### src/arp_ping_pkg.sv
// constants, types and register map of the socket-less request unit
package arp_ping_pkg;

  localparam int CLK_MHZ     = 200;
  localparam int TICK_US     = 100;
  localparam int TICK_CYCLES = TICK_US * CLK_MHZ;

  localparam int ADDR_W  = 8;
  localparam int DATA_W  = 8;
  localparam int FLAG_W  = 3;
  localparam int RTR_W   = 16;
  localparam int RCR_W   = 8;
  localparam int IP_W    = 32;
  localparam int HW_W    = 48;
  localparam int WORD_W  = 16;

  localparam logic [ADDR_W-1:0] ADDR_CMD     = 8'h4C;
  localparam logic [ADDR_W-1:0] ADDR_RTR_HI  = 8'h4D;
  localparam logic [ADDR_W-1:0] ADDR_RTR_LO  = 8'h4E;
  localparam logic [ADDR_W-1:0] ADDR_RCR     = 8'h4F;
  localparam logic [ADDR_W-1:0] ADDR_PIP_0   = 8'h50;
  localparam logic [ADDR_W-1:0] ADDR_PIP_3   = 8'h53;
  localparam logic [ADDR_W-1:0] ADDR_PHA_0   = 8'h54;
  localparam logic [ADDR_W-1:0] ADDR_PHA_5   = 8'h59;
  localparam logic [ADDR_W-1:0] ADDR_SEQ_HI  = 8'h5A;
  localparam logic [ADDR_W-1:0] ADDR_SEQ_LO  = 8'h5B;
  localparam logic [ADDR_W-1:0] ADDR_ID_HI   = 8'h5C;
  localparam logic [ADDR_W-1:0] ADDR_ID_LO   = 8'h5D;
  localparam logic [ADDR_W-1:0] ADDR_MASK    = 8'h5E;
  localparam logic [ADDR_W-1:0] ADDR_FLAGS   = 8'h5F;

  localparam int CMD_ECHO_BIT     = 0;
  localparam int CMD_ARP_BIT      = 1;
  localparam int FLAG_ECHO_BIT    = 0;
  localparam int FLAG_ARP_BIT     = 1;
  localparam int FLAG_TIMEOUT_BIT = 2;

  localparam logic [1:0]       CMD_ECHO    = 2'h1;
  localparam logic [1:0]       CMD_ARP     = 2'h2;
  localparam logic [1:0]       CMD_IDLE    = 2'h0;
  localparam logic [RTR_W-1:0] RTR_RESET   = 16'h07D0;
  localparam logic [RCR_W-1:0] RCR_RESET   = 8'h00;
  localparam logic [FLAG_W-1:0] FLAG_RESET = 3'h0;

  typedef enum logic [1:0] {
    ST_IDLE,
    ST_SEND,
    ST_WAIT
  } req_state_e;

  // one request packet handed to the transmit path
  typedef struct packed {
    logic              arp;
    logic              echo;
    logic [IP_W-1:0]   peer_ip;
    logic [WORD_W-1:0] seq;
    logic [WORD_W-1:0] id;
  } req_s;

  // reply events seen by the receive path, one-cycle pulses
  typedef struct packed {
    logic            arp;
    logic            echo;
    logic [HW_W-1:0] hw_addr;
  } reply_s;

endpackage : arp_ping_pkg

### src/tick_divider.sv
// divider that makes the 100 us tick enable from the system clock
`timescale 1ns/1ps
module tick_divider #(
  parameter int CYCLES = 20000
) (
  input  wire logic clock,
  input  wire logic reset_n,
  output logic      tick
);

  localparam int CW = $clog2(CYCLES + 1);
  localparam logic [CW-1:0] LAST = CW'(CYCLES - 1);

  logic [CW-1:0] count_reg;
  logic [CW-1:0] count_next;
  logic          tick_reg;
  logic          tick_next;

  always_comb begin
    tick_next  = 1'b0;
    count_next = count_reg + CW'(1);
    if (count_reg == LAST) begin
      count_next = '0;
      tick_next  = 1'b1;
    end
  end

  always_ff @(posedge clock) begin
    if (!reset_n) begin
      count_reg <= '0;
      tick_reg  <= 1'b0;
    end else begin
      count_reg <= count_next;
      tick_reg  <= tick_next;
    end
  end

  assign tick = tick_reg;

endmodule : tick_divider

### src/retry_timer.sv
// interval timer counted in ticks, restarted on every transmission
`timescale 1ns/1ps
module retry_timer #(
  parameter int WIDTH = 16
) (
  input  wire logic             clock,
  input  wire logic             reset_n,
  input  wire logic             tick,
  input  wire logic             start,
  input  wire logic [WIDTH-1:0] interval,
  output logic                  expire
);

  logic [WIDTH-1:0] count_reg;
  logic [WIDTH-1:0] count_next;
  logic             run_reg;
  logic             run_next;
  logic             expire_reg;
  logic             expire_next;

  always_comb begin
    count_next  = count_reg;
    run_next    = run_reg;
    expire_next = 1'b0;
    if (start) begin
      count_next = interval;
      run_next   = 1'b1;
    end else if (run_reg && tick) begin
      // zero interval fires on the first tick rather than never
      if (count_reg <= WIDTH'(1)) begin
        run_next    = 1'b0;
        expire_next = 1'b1;
        count_next  = '0;
      end else begin
        count_next = count_reg - WIDTH'(1);
      end
    end
  end

  always_ff @(posedge clock) begin
    if (!reset_n) begin
      count_reg  <= '0;
      run_reg    <= 1'b0;
      expire_reg <= 1'b0;
    end else begin
      count_reg  <= count_next;
      run_reg    <= run_next;
      expire_reg <= expire_next;
    end
  end

  assign expire = expire_reg;

endmodule : retry_timer

### src/socketless_requester.sv
// socket-less arp / echo request unit with register port and interrupt
`timescale 1ns/1ps
module socketless_requester
  import arp_ping_pkg::*;
#(
  parameter int TICK_CYCLES_P = TICK_CYCLES
) (
  input  wire logic              clock,
  input  wire logic              reset_n,
  input  wire logic [ADDR_W-1:0] addr,
  input  wire logic [DATA_W-1:0] wdata,
  input  wire logic              wr_en,
  input  wire logic              rd_en,
  output logic      [DATA_W-1:0] rdata,
  input  wire reply_s            reply,
  input  wire logic              pend_timer_zero,
  output logic                   req_valid,
  output req_s                   req,
  output logic                   irq_out_low
);

  // byte slot of an address inside a multi-byte register, msb first
  function automatic logic [2:0] slot(input logic [ADDR_W-1:0] a,
                                      input logic [ADDR_W-1:0] base);
    logic [ADDR_W-1:0] d;
    d = a - base;
    return d[2:0];
  endfunction : slot

  function automatic logic in_range(input logic [ADDR_W-1:0] a,
                                    input logic [ADDR_W-1:0] lo,
                                    input logic [ADDR_W-1:0] hi);
    return (a >= lo) && (a <= hi);
  endfunction : in_range

  logic [1:0]        cmd_reg,   cmd_next;
  logic [RTR_W-1:0]  rtr_reg,   rtr_next;
  logic [RCR_W-1:0]  rcr_reg,   rcr_next;
  logic [IP_W-1:0]   pip_reg,   pip_next;
  logic [HW_W-1:0]   pha_reg,   pha_next;
  logic [WORD_W-1:0] seq_reg,   seq_next;
  logic [WORD_W-1:0] id_reg,    id_next;
  logic [FLAG_W-1:0] mask_reg,  mask_next;
  logic [FLAG_W-1:0] flags_reg, flags_next;

  req_state_e        state_reg, state_next;
  logic [RCR_W-1:0]  retx_reg,  retx_next;
  logic              req_valid_reg, req_valid_next;
  req_s              req_reg,   req_next;
  logic              irq_low_reg, irq_low_next;
  logic [DATA_W-1:0] rdata_reg, rdata_next;

  logic              tick;
  logic              expire;
  logic              timer_start;
  logic [FLAG_W-1:0] flag_set;
  logic              done;
  logic              capture_hw;
  logic              hit;

  tick_divider #(
    .CYCLES (TICK_CYCLES_P)
  ) u_tick (
    .clock   (clock),
    .reset_n (reset_n),
    .tick    (tick)
  );

  retry_timer #(
    .WIDTH (RTR_W)
  ) u_timer (
    .clock    (clock),
    .reset_n  (reset_n),
    .tick     (tick),
    .start    (timer_start),
    .interval (rtr_reg),
    .expire   (expire)
  );

  // request sequencer
  always_comb begin
    state_next     = state_reg;
    retx_next      = retx_reg;
    req_valid_next = 1'b0;
    req_next       = req_reg;
    timer_start    = 1'b0;
    flag_set       = '0;
    done           = 1'b0;
    capture_hw     = 1'b0;
    hit            = (cmd_reg[CMD_ARP_BIT] && reply.arp) ||
                     (cmd_reg[CMD_ECHO_BIT] && reply.echo);
    if (state_reg != ST_IDLE && hit) begin
      flag_set[FLAG_ARP_BIT]  = cmd_reg[CMD_ARP_BIT];
      flag_set[FLAG_ECHO_BIT] = cmd_reg[CMD_ECHO_BIT];
      capture_hw = cmd_reg[CMD_ARP_BIT];
      done       = 1'b1;
      state_next = ST_IDLE;
    end else begin
      case (state_reg)
        ST_IDLE: begin
          if (cmd_reg != CMD_IDLE) begin
            retx_next  = '0;
            state_next = ST_SEND;
          end
        end
        ST_SEND: begin
          req_valid_next = 1'b1;
          req_next.arp   = cmd_reg[CMD_ARP_BIT];
          req_next.echo  = cmd_reg[CMD_ECHO_BIT];
          req_next.peer_ip = pip_reg;
          req_next.seq = seq_reg;
          req_next.id  = id_reg;
          timer_start  = 1'b1;
          state_next   = ST_WAIT;
        end
        ST_WAIT: begin
          if (expire) begin
            if (retx_reg == rcr_reg) begin
              flag_set[FLAG_TIMEOUT_BIT] = 1'b1;
              done       = 1'b1;
              state_next = ST_IDLE;
            end else begin
              retx_next  = retx_reg + RCR_W'(1);
              state_next = ST_SEND;
            end
          end
        end
        default: begin
          state_next = ST_IDLE;
        end
      endcase
    end
  end

  always_ff @(posedge clock) begin
    if (!reset_n) begin
      state_reg     <= ST_IDLE;
      retx_reg      <= '0;
      req_valid_reg <= 1'b0;
      req_reg       <= '0;
    end else begin
      state_reg     <= state_next;
      retx_reg      <= retx_next;
      req_valid_reg <= req_valid_next;
      req_reg       <= req_next;
    end
  end

  // register file
  always_comb begin
    cmd_next   = cmd_reg;
    rtr_next   = rtr_reg;
    rcr_next   = rcr_reg;
    pip_next   = pip_reg;
    pha_next   = pha_reg;
    seq_next   = seq_reg;
    id_next    = id_reg;
    mask_next  = mask_reg;
    flags_next = flags_reg;
    if (wr_en) begin
      if (addr == ADDR_CMD) begin
        // launch only from idle and with one bit; others are dropped
        if (cmd_reg == CMD_IDLE &&
            (wdata[1:0] == CMD_ARP || wdata[1:0] == CMD_ECHO)) begin
          cmd_next = wdata[1:0];
        end
      end else if (addr == ADDR_RTR_HI) begin
        rtr_next[RTR_W-1 -: DATA_W] = wdata;
      end else if (addr == ADDR_RTR_LO) begin
        rtr_next[DATA_W-1:0] = wdata;
      end else if (addr == ADDR_RCR) begin
        rcr_next = wdata;
      end else if (in_range(addr, ADDR_PIP_0, ADDR_PIP_3)) begin
        pip_next[IP_W-DATA_W*(32'(slot(addr, ADDR_PIP_0))+1) +: DATA_W]
          = wdata;
      end else if (addr == ADDR_SEQ_HI) begin
        seq_next[WORD_W-1 -: DATA_W] = wdata;
      end else if (addr == ADDR_SEQ_LO) begin
        seq_next[DATA_W-1:0] = wdata;
      end else if (addr == ADDR_ID_HI) begin
        id_next[WORD_W-1 -: DATA_W] = wdata;
      end else if (addr == ADDR_ID_LO) begin
        id_next[DATA_W-1:0] = wdata;
      end else if (addr == ADDR_MASK) begin
        mask_next = wdata[FLAG_W-1:0];
      end else if (addr == ADDR_FLAGS) begin
        flags_next = flags_reg & ~wdata[FLAG_W-1:0];
      end
    end
    // set wins over a clear in the same cycle
    flags_next = flags_next | flag_set;
    if (done) begin
      cmd_next = CMD_IDLE;
    end
    if (capture_hw) begin
      pha_next = reply.hw_addr;
    end
  end

  always_ff @(posedge clock) begin
    if (!reset_n) begin
      cmd_reg   <= CMD_IDLE;
      rtr_reg   <= RTR_RESET;
      rcr_reg   <= RCR_RESET;
      pip_reg   <= '0;
      pha_reg   <= '0;
      seq_reg   <= '0;
      id_reg    <= '0;
      mask_reg  <= FLAG_RESET;
      flags_reg <= FLAG_RESET;
    end else begin
      cmd_reg   <= cmd_next;
      rtr_reg   <= rtr_next;
      rcr_reg   <= rcr_next;
      pip_reg   <= pip_next;
      pha_reg   <= pha_next;
      seq_reg   <= seq_next;
      id_reg    <= id_next;
      mask_reg  <= mask_next;
      flags_reg <= flags_next;
    end
  end

  // read port, data only in the cycle after the strobe
  always_comb begin
    rdata_next = '0;
    if (rd_en) begin
      if (addr == ADDR_CMD) begin
        rdata_next = {{(DATA_W-2){1'b0}}, cmd_reg};
      end else if (addr == ADDR_RTR_HI) begin
        rdata_next = rtr_reg[RTR_W-1 -: DATA_W];
      end else if (addr == ADDR_RTR_LO) begin
        rdata_next = rtr_reg[DATA_W-1:0];
      end else if (addr == ADDR_RCR) begin
        rdata_next = rcr_reg;
      end else if (in_range(addr, ADDR_PIP_0, ADDR_PIP_3)) begin
        rdata_next =
          pip_reg[IP_W-DATA_W*(32'(slot(addr, ADDR_PIP_0))+1) +: DATA_W];
      end else if (in_range(addr, ADDR_PHA_0, ADDR_PHA_5)) begin
        rdata_next =
          pha_reg[HW_W-DATA_W*(32'(slot(addr, ADDR_PHA_0))+1) +: DATA_W];
      end else if (addr == ADDR_SEQ_HI) begin
        rdata_next = seq_reg[WORD_W-1 -: DATA_W];
      end else if (addr == ADDR_SEQ_LO) begin
        rdata_next = seq_reg[DATA_W-1:0];
      end else if (addr == ADDR_ID_HI) begin
        rdata_next = id_reg[WORD_W-1 -: DATA_W];
      end else if (addr == ADDR_ID_LO) begin
        rdata_next = id_reg[DATA_W-1:0];
      end else if (addr == ADDR_MASK) begin
        rdata_next = {{(DATA_W-FLAG_W){1'b0}}, mask_reg};
      end else if (addr == ADDR_FLAGS) begin
        rdata_next = {{(DATA_W-FLAG_W){1'b0}}, flags_reg};
      end
    end
  end

  always_ff @(posedge clock) begin
    if (!reset_n) begin
      rdata_reg <= '0;
    end else begin
      rdata_reg <= rdata_next;
    end
  end

  // interrupt pin; once low it waits only for flag or mask to drop
  always_comb begin
    irq_low_next = irq_low_reg;
    if (!(|(flags_reg & mask_reg))) begin
      irq_low_next = 1'b1;
    end else if (pend_timer_zero) begin
      // assert with pending timer at zero
      irq_low_next = 1'b0;
    end
  end

  always_ff @(posedge clock) begin
    if (!reset_n) begin
      irq_low_reg <= 1'b1;
    end else begin
      irq_low_reg <= irq_low_next;
    end
  end

  assign rdata       = rdata_reg;
  assign req_valid   = req_valid_reg;
  assign req         = req_reg;
  assign irq_out_low = irq_low_reg;

endmodule : socketless_requester

### config.mk
export PLATFORM = sky130hd
export DESIGN_NAME = socketless_requester
export DESIGN_NICKNAME = d
export VERILOG_FILES = /design/src/arp_ping_pkg.sv /design/src/tick_divider.sv /design/src/retry_timer.sv /design/src/socketless_requester.sv
export SDC_FILE = /design/constraint.sdc
export NUM_CORES = 1
export LEC_CHECK = 0
export BUFFER_PORTS_ARGS = -buffer_cell sky130_fd_sc_hd__buf_4
export CORE_ASPECT_RATIO = 0.8
export CORE_UTILIZATION = 60
export CTS_BUF_LIST = sky130_fd_sc_hd__clkbuf_4 sky130_fd_sc_hd__clkbuf_8 sky130_fd_sc_hd__clkbuf_16
export CTS_CLUSTER_SIZE = 10
export DETAILED_ROUTE_END_ITERATION = 16
export GPL_TIMING_DRIVEN = 0
export PLACE_DENSITY = 0.89
export SKIP_CTS_REPAIR_TIMING = 1
export SLEW_MARGIN = 40
export SYNTH_ARGS = -nofsm -noshare
export SYNTH_HDL_FRONTEND = slang
export SYNTH_SLANG_ARGS = --single-unit
export TNS_END_PERCENT = 1
### constraint.sdc
create_clock -name clock -period 8.5 [get_ports clock]
set_clock_uncertainty 0.1 [all_clocks]
set_input_delay 1.7 -clock clock [delete_from_list [all_inputs] [get_ports clock]]
set_output_delay 1.7 -clock clock [all_outputs]
set_load 0.01 [all_outputs]
Word level (Yosys, flattened, before mapping)
Index checks and enable logic that the tools add are counted.
- flip-flop bits (word level): 264
- input port bits: 71
- output and inout bits: 76
- word-level logic and storage cells: 171
- $add $sub $neg: 10
- order comparisons: 5
- equality and inequality tests: 19
- shift-type cells: 4
- mux-type cells: 50
- bitwise gates (word level): 17
- reductions and logical operators: 38
- operator list (kind ; count):
    $mux 8 ; 12
    $eq 8x7->1 const B ; 10
    $mux 16 ; 3
    $shiftx 48x33->8 ; 1
    $mux 3 ; 14
    $neg 32->34 ; 1
    $shift 8x34->32 const A ; 1
    $shiftx 8x34->32 ; 1
    $shiftx 32x33->8 ; 1
    $bwmux 32 ; 1
    $ge 8x7->1 const B ; 2
    $le 16x1->1 const B ; 1
    $le 8x7->1 const B ; 2
    $pmux 8 s2 ; 1
    $sub 16x1->16 const B ; 1
    $sub 6x7->8 const A ; 2
    $add 15x1->15 const B ; 1
    $eq 15x15->1 const B ; 1
    $mux 1 ; 14
    $not 1->1 ; 13
    $reduce_and 11->1 ; 1
    $reduce_and 10->1 ; 1
    $reduce_and 2->1 ; 5
    $reduce_and 5->1 ; 2
    other kinds (26) ; 51

Longest topological paths before layout
Gate-level depths: netlist of run 1.
- depth in word-level cells: 15
- depth in mapped cells: 15
- mapped depth without buffers: 11

Modules after synthesis
Synthesis of run 1 repeated with hierarchy kept, for this count alone.
- cell total of the unflattened synthesis: 1411
- area, all modules: 12319.3 µm²
- modules (own cells, without submodules) (module ; times used ; cells each ; area an instance (µm²) ; sequential area each (µm²)):
    socketless_requester ; 1 ; 1209 ; 10575.1 ; 4604.4
    retry_timer ; 1 ; 130 ; 1063.5 ; 360.3
    tick_divider ; 1 ; 72 ; 680.7 ; 320.3

Worst setup path before layout of run 1
OpenSTA, ideal clock, no wires.
- path kind: input-to-reg
- from: in addr[0]
- to: reg pip_reg[12]
- library setup time: 0.132 ns
- arrival time: 4.932 ns
- required time: 8.268 ns
- slack: 3.336 ns
- cell stages on the path: 14
- path buffers: 4
- path through: buf_2 -> inv_1 -> clkbuf_1 -> ha_1 -> buf_2 -> nand2b_1 -> or3_1 -> ha_1 -> or4b_2 -> nor3_4 -> o311ai_2 -> clkbuf_1 -> o21ai_0 -> a21oi_1
- cells in the longest elaborated chain, start to end: 6
- elaborated cells on any way between the ends: 19
- classes of those cells: add/sub (4); order compare (2); eq/ne (4); shift (2); mux (1); bitwise (4); reduce/logical (2)
- RTL lines (what ; RTL line ; RTL):
    start: declaration ; socketless_requester.sv:10 ; input wire logic [ADDR_W-1:0] addr,
    $sub 3x1->3 ; socketless_requester.sv:26 ; d = a - base;
    $add 3x1->4 ; socketless_requester.sv:174 ; pip_next[IP_W-DATA_W*(32'(slot(addr, ADDR_PIP_0))+1) +: DATA_W]
    $sub 6x7->8 ; socketless_requester.sv:174 ;
    $neg 32->34 ; socketless_requester.sv:174 ;
    $shiftx 8x34->32 or $shift 8x34->32 (tied branches) ; socketless_requester.sv:174 ;
    $bwmux 32 ; socketless_requester.sv:174 ;
    end signal: assignment ; socketless_requester.sv:215 ; pip_reg <= pip_next;
    end: declaration ; socketless_requester.sv:39 ; logic [IP_W-1:0] pip_reg, pip_next;
Parallel ways exist; a longest one is shown, timed or not.
A chain may end at the register's enable or synchronous reset.

Final worst setup path of run 1
- from: in addr[0]
- to: reg pip_reg[28]
The elaborated chain is that of the path after synthesis.

==> results.sh, run 1 <==
export IMPL_ys_warn_count=0
export IMPL_power_density_cell_area_nw_per_um2=176
export IMPL_fillCellCount=1515
export IMPL_place_congestion=1.00
export IMPL_outcome="complete, no violations"
export IMPL_maxCapViolations=0
export IMPL_final_layout_size_suffix_gt1_frac=0.156
export IMPL_ant_nets=0
export IMPL_slew_headroom=0.498
export IMPL_std_cell_rows=46
export IMPL_synthFlopType="dfxtp_1"
export IMPL_synth_cell_type_count=73
export IMPL_timing_critical_path_to_type="flop"
export IMPL_core_um2=19800
export IMPL_number_of_slew_limit_violations_in_the_final_report=0
export IMPL_number_of_flip_flops_under_the_largest_register_name=66
export IMPL_initialDrtViolationCount=1524
export IMPL_synthDominantCellAreaShare=0.436
export IMPL_worstSetupStartpointType="input pin"
export IMPL_floorplan_die_width_um=161
export IMPL_postSynth_asyncResetShare=0
export IMPL_synth_sequential_area_ratio=0.436
export IMPL_drt_pass1_iter_count=6
export IMPL_area_growth_synth_to_final_pct=18.4
export IMPL_peakVddDrop_uv=153
export IMPL_clock_sink_count=264
export IMPL_timing_setup_critical_path_class="input pin to flop"
export IMPL_worstHoldEndpoint="req[21]"
export IMPL_hold_path_class="flop to flop"
export IMPL_cts_max_level=1
export IMPL_largest_net_degree_at_the_start_of_global_routing=16
export IMPL_routed_via_count=12134
export IMPL_port_buffers=146
export IMPL_worstPathCellList="buf_4, buf_2, inv_1, clkbuf_1, ha_1, buf_2, buf_1, inv_1, o211ai_1, ha_1, or4b_2, nor3_4, o311ai_2, clkbuf_1, o21ai_0, a21oi_1"
export IMPL_grt_first_pass_wirelength_mm=60.5
export IMPL_cts_inserted_buffers=30
export IMPL_worst_path_buf_inv=8
export IMPL_mappedNetlistArea_um2=12100
export IMPL_kind_of_cell_adding_the_most_delay_to_the_critical_path="buffers and inverters"
export IMPL_post_dp_hpwl_mm=28.9
export IMPL_cp_max_fo=12
export IMPL_final_nets=1738
export IMPL_syn_inst=1471
export IMPL_dp_cells=1881
export IMPL_antenna_found_initial=0
export IMPL_fin_setup_tns_ns=0
export IMPL_cts_tree="yes"
export IMPL_rr_endpoint="req[12]"
export IMPL_finalWirelength_mm=39.3
export IMPL_die_area_um2=20800
export IMPL_cts_reportedPaths_clkPinSlew_ns=0.06
export IMPL_die_height_um=129
export IMPL_rrSetupSlack_ns=5.86
export IMPL_timing_reg2reg_worst_path_depth=7
export IMPL_max_stage_delay_ns=0.67
export IMPL_grt_pass1_vias=11216
export IMPL_setup_violations_final=0
export IMPL_required_ns=8.81
export IMPL_synth_area_leaders="dfxtp_1, nand2_1, a21oi_1"
export IMPL_i_o_pin_count=147
export IMPL_yosys_area_top_type="dfxtp_1"
export IMPL_hold_viol_final=0
export IMPL_timing_rr_start="cmd_reg[1]"
export IMPL_syn_num_nets=1560
export IMPL_cp_data_arrival_time_ns=5.96
export IMPL_synth_edff_count=0
export IMPL_clock_tree_buffer_depth=3
export IMPL_route_detailed_drc=0
export IMPL_rsz0062_at_grt="false"
export IMPL_route_detailed_vias_per_inst=6.34
export IMPL_grtUsageTotal=0.371
export IMPL_grt_ovfl_total=0
export IMPL_clk_insertion_delay_late_ns=0.56
export IMPL_detail_route_wl_per_cell_um=20.5
export IMPL_clock_fmax_mhz=177
export IMPL_post_synth_cell_area_avg_um2=8.25
export IMPL_floorplan_initialDensity=0.613
export IMPL_antennaDiodeCount=0
export IMPL_worst_slew_pin_slew_ns=0.753
export IMPL_stdcell_count=1915
export IMPL_post_route_fraction_of_the_period_consumed_by_the_critical_path=0.665
export IMPL_postSynthRegisterBits=264
export IMPL_timing_critical_path_slowest_stage_cell="or4b_2"
export IMPL_timing_critical_path_from="addr[0]"
export IMPL_p_leak_nw=5.27
export IMPL_hold_start="req[21]"
export IMPL_worstHoldPathCells=2
export IMPL_cts_root_buffer="clkbuf_16"
export IMPL_post_route_min_period_ns=5.65
==> worst max path at each step <==
stage	slack, ns	depth (start not counted)	endpoint
6_report	2.85	16	pip_reg[28]
5_1_grt	2.66	16	pip_reg[28]
4_1_cts	2.93	16	pip_reg[28]
3_5_place_dp	2.43	16	pip_reg[24]
3_3_place_gp	2.53	16	pip_reg[15]
2_1_floorplan	3.34	14	pip_reg[12]
==> Yosys cell counts (10+ instances only) <==
library cell / n
a21oi_1: 198
a31oi_1: 10
nand2b_1: 12
and3_1: 10
nand2_1: 295
clkbuf_1: 71
xnor2_1: 16
nand4_1: 38
nor3_1: 13
dfxtp_1: 264
a221oi_1: 14
nor2_1: 104
a22oi_1: 10
buf_2: 31
o21ai_0: 61
mux2i_1: 68
ha_1: 18
nand3_1: 36
nor2b_1: 13
inv_1: 24
xor2_1: 13
==> tightest hold or removal path, delay by kind of cell, from the launching register on <==
kind | cells | cell delay [ns]
compound gates | 1 | 0.05
flops | 1 | 0.30
simple gates | 1 | 0.05
==> per-layer routing <==
layer	global-route usage	vias to the layer above	wire (um)	part of all wire
met3	0.0602	147	4570	0.12
li1	-	5486	-	-
met1	0.518	5702	16400	0.42
met4	0.153	0	1720	0.044
met5	0	-	0	0
met2	0.572	799	16600	0.42
==> power breakdown <==
part	internal [W]	total, W	switching [W]
logic	0.0000568	0.000173	0.000116
clock network	0.000632	0.00111	0.000479
registers	0.00124	0.00124	0.00000178
total	0.00193	0.00252	0.000597
==> area by class of cell <==
type	instances	area, um^2	area share
multi-input combinational	1071	6280	0.437
clock buffer	32	772	0.0537
sequential	264	5290	0.368
tap	264	330	0.0230
timing repair buffer	146	1100	0.0763
buffer	112	492	0.0342
clock inverter	2	21.3	0.00148
inverter	24	90.1	0.00627
==> per-stage QoR <==
step	utilization	instance area (um^2)	total power, W	setup slack, ns	hold slack, ns
global placement	0.685	13600	0.00143	2.53	0.340
finish	0.726	14400	0.00252	2.85	0.353
global route	0.726	14400	0.00258	2.66	0.368
CTS	0.725	14400	0.00252	2.93	0.355
floorplan	-	12100	0.00136	3.34	0.330
detailed placement	0.685	13600	0.00143	2.43	0.347
==> logic make-up (layout without fill, tap and decap cells) <==
family / count (synthesis) / in the layout / share of synthesized area
AND/OR/NAND/NOR: 585 / 585 / 0.225
AO/OA/AOI/OAI: 355 / 355 / 0.173
flip-flops: 264 / 264 / 0.436
buffers and inverters: 136 / 316 / 0.0478
multiplexers: 84 / 84 / 0.0784
XOR/XNOR: 29 / 29 / 0.0209
adder cells (fa/ha/maj): 18 / 18 / 0.0186
==> layout by cell type, fill, tap and decap left out, types with 10 or more instances in the layout <==
cell type	netlist	final
a21oi_1	198	198
a221oi_1	14	14
a22oi_1	10	10
a31oi_1	10	10
and3_1	10	10
buf_2	31	31
buf_4	2	148
clkbuf_1	71	70
clkbuf_16	0	30
dfxtp_1	264	264
ha_1	18	18
inv_1	24	24
mux2i_1	68	68
nand2_1	295	295
nand2b_1	12	12
nand3_1	36	36
nand4_1	38	38
nor2_1	104	103
nor2b_1	13	13
nor3_1	13	11
o21ai_0	61	61
xnor2_1	16	16
xor2_1	13	13
No activity file was read; power rests on OpenSTA's default activity.
==> run 2, diff against run 1 <==
CORE_UTILIZATION = 53   (was 60)
PLACE_DENSITY = 0.84   (was 0.89)
clock period = 4.9 ns   (was 8.5 ns; I/O delays follow)
==> run 2 against run 1 <==
Clock power increased by 76%. Total power up 74%. Sequential share of layout area is 0.16 points lower. Setup slack worse by 2.7 ns. Final cell count increased by 2.2%. Register-to-register slack worse by 3.7 ns. Global-route usage is 3.6 points lower. Via count decreased by 0.42%. Combinational power is 76% higher. Cell area increased by 0.43%. Wire length up 1.8%. Largest cell class unchanged.
==> results.sh, run 2 (synthesis results as in run 1) <==
export IMPL_cts_reportedPaths_clkPinSlew_ns=0.06
export IMPL_ant_nets=0
export IMPL_p_leak_nw=5.28
export IMPL_dp_cells=1923
export IMPL_design_power_total_w=0.00440
export IMPL_hold_viol_final=0
export IMPL_cp_data_arrival_time_ns=5.05
export IMPL_worst_slew_pin_slew_ns=0.773
export IMPL_grt_ovfl_total=0
export IMPL_grt_first_pass_wirelength_mm=60.6
export IMPL_required_ns=5.21
export IMPL_route_detailed_vias_per_inst=6.17
export IMPL_post_dp_hpwl_mm=29.6
export IMPL_kind_of_cell_adding_the_most_delay_to_the_critical_path="simple AND/OR/NAND/NOR gates"
export IMPL_cts_root_buffer="clkbuf_16"
export IMPL_fillCellCount=1920
export IMPL_floorplan_initialDensity=0.541
export IMPL_clock_sink_count=264
export IMPL_initialDrtViolationCount=1364
export IMPL_die_area_um2=23500
export IMPL_final_layout_size_suffix_gt1_frac=0.157
export IMPL_rsz0062_at_grt="false"
export IMPL_i_o_pin_count=147
export IMPL_timing_setup_critical_path_class="input pin to flop"
export IMPL_cts_tree="yes"
export IMPL_outcome="complete, no violations"
export IMPL_cts_max_level=1
export IMPL_final_hold_slack_ns=0.352
export IMPL_core_um2=22400
export IMPL_floorplan_die_width_um=171
export IMPL_clock_fmax_mhz=211
export IMPL_clk_insertion_delay_late_ns=0.55
export IMPL_maxCapViolations=0
export IMPL_post_route_cell_area_um2=14400
export IMPL_worstPathCellList="buf_4, ha_1, buf_6, clkbuf_1, buf_1, nand2_1, or3_1, ha_1, or4b_2, nor3_4, o311ai_2, clkbuf_1, o21ai_0, a21oi_1"
export IMPL_stdcell_count=1957
export IMPL_area_growth_synth_to_final_pct=18.9
export IMPL_slew_headroom=0.484
export IMPL_cp_max_fo=10
export IMPL_grtUsageTotal=0.335
export IMPL_setup_violations_final=0
export IMPL_peakVddDrop_uv=240
export IMPL_die_height_um=137
export IMPL_post_route_fraction_of_the_period_consumed_by_the_critical_path=0.967
export IMPL_worst_path_buf_inv=5
export IMPL_grt_pass1_vias=11077
export IMPL_timing_critical_path_to_type="flop"
export IMPL_number_of_flip_flops_under_the_largest_register_name=66
export IMPL_layout_commonest_cell="nand2_1"
export IMPL_routed_via_count=12083
export IMPL_std_cell_rows=49
export IMPL_clock_tree_buffer_depth=3
export IMPL_final_nets=1737
export IMPL_antenna_found_initial=1
export IMPL_hold_path_class="flop to flop"
export IMPL_worstSetupStartpointType="input pin"
export IMPL_detail_route_wl_per_cell_um=20.5
export IMPL_place_congestion=1.01
export IMPL_layout_cells_most_common_list="nand2_1, dfxtp_1, a21oi_1"
export IMPL_power_density_cell_area_nw_per_um2=305
export IMPL_post_route_min_period_ns=4.74
export IMPL_max_stage_delay_ns=0.72
export IMPL_placement_cell_area_um2=13600
export IMPL_cts_inserted_buffers=30
export IMPL_number_of_slew_limit_violations_in_the_final_report=0
export IMPL_route_detailed_drc=0
export IMPL_drt_pass1_iter_count=6
export IMPL_port_buffers=146
export IMPL_largest_net_degree_at_the_start_of_global_routing=15
export IMPL_timing_critical_path_slowest_stage_cell="or4b_2"
export IMPL_finalWirelength_mm=40.0
run 2: worst paths after layout:
kind | cells after the start | slack, ns | to | from
setup / recovery | 14 | 0.16 | pip_reg[17] | addr[1]
hold / removal | 2 | 0.35 | req[11] | req[11]
setup reg to reg | 7 | 2.18 | u_timer.count_reg[7] | cmd_reg[1]
hold reg to reg | 2 | 0.35 | req[11] | req[11]
run 2: cell type report:
class                   count  area [um^2]  share of cell area
plain buffers             111          489              0.0339
diodes                      1         2.50            0.000173
flip-flops and latches    264         5290               0.366
well taps                 306          383              0.0265
clock inverters             1         5.00            0.000347
inverters                  24         90.1             0.00624
multi-input cells        1071         6280               0.435
repair buffers            146         1100              0.0760
clock buffers              33          797              0.0552
run 2: per-stage QoR:
| step | util | setup slack [ns] | TNS [ns] |
|---|---|---|---|
| global route | 0.643 | 0.0207 | 0 |
| detailed placement | 0.607 | -0.488 | -9.54 |
| finish | 0.643 | 0.161 | 0 |
| global placement | 0.607 | -0.318 | -6.69 |
| floorplan | - | 0.456 | 0 |
| CTS | 0.642 | 0.0678 | 0 |
run 2: report_power, final:
part	internal (W)	switching [W]
combinational	0.0000988	0.000205
clock	0.00112	0.000822
sequential	0.00215	0.00000289
run 2: per-layer routing:
metal,vias to the layer above,routed length [um],track usage
met1,5749,16900,0.474
met4,0,1010,0.0952
met3,87,4660,0.0646
met5,-,0,0
met2,761,17500,0.518
li1,5486,-,-
run 2: worst reg2reg max path: stages (launching register included):
cell and delay (ns):
dfxtp_1 0.65, a22o_1 0.30, or2_2 0.15, clkbuf_1 0.20
clkbuf_1 0.56, buf_2 0.42, o2111ai_1 0.16, nand3_1 0.11
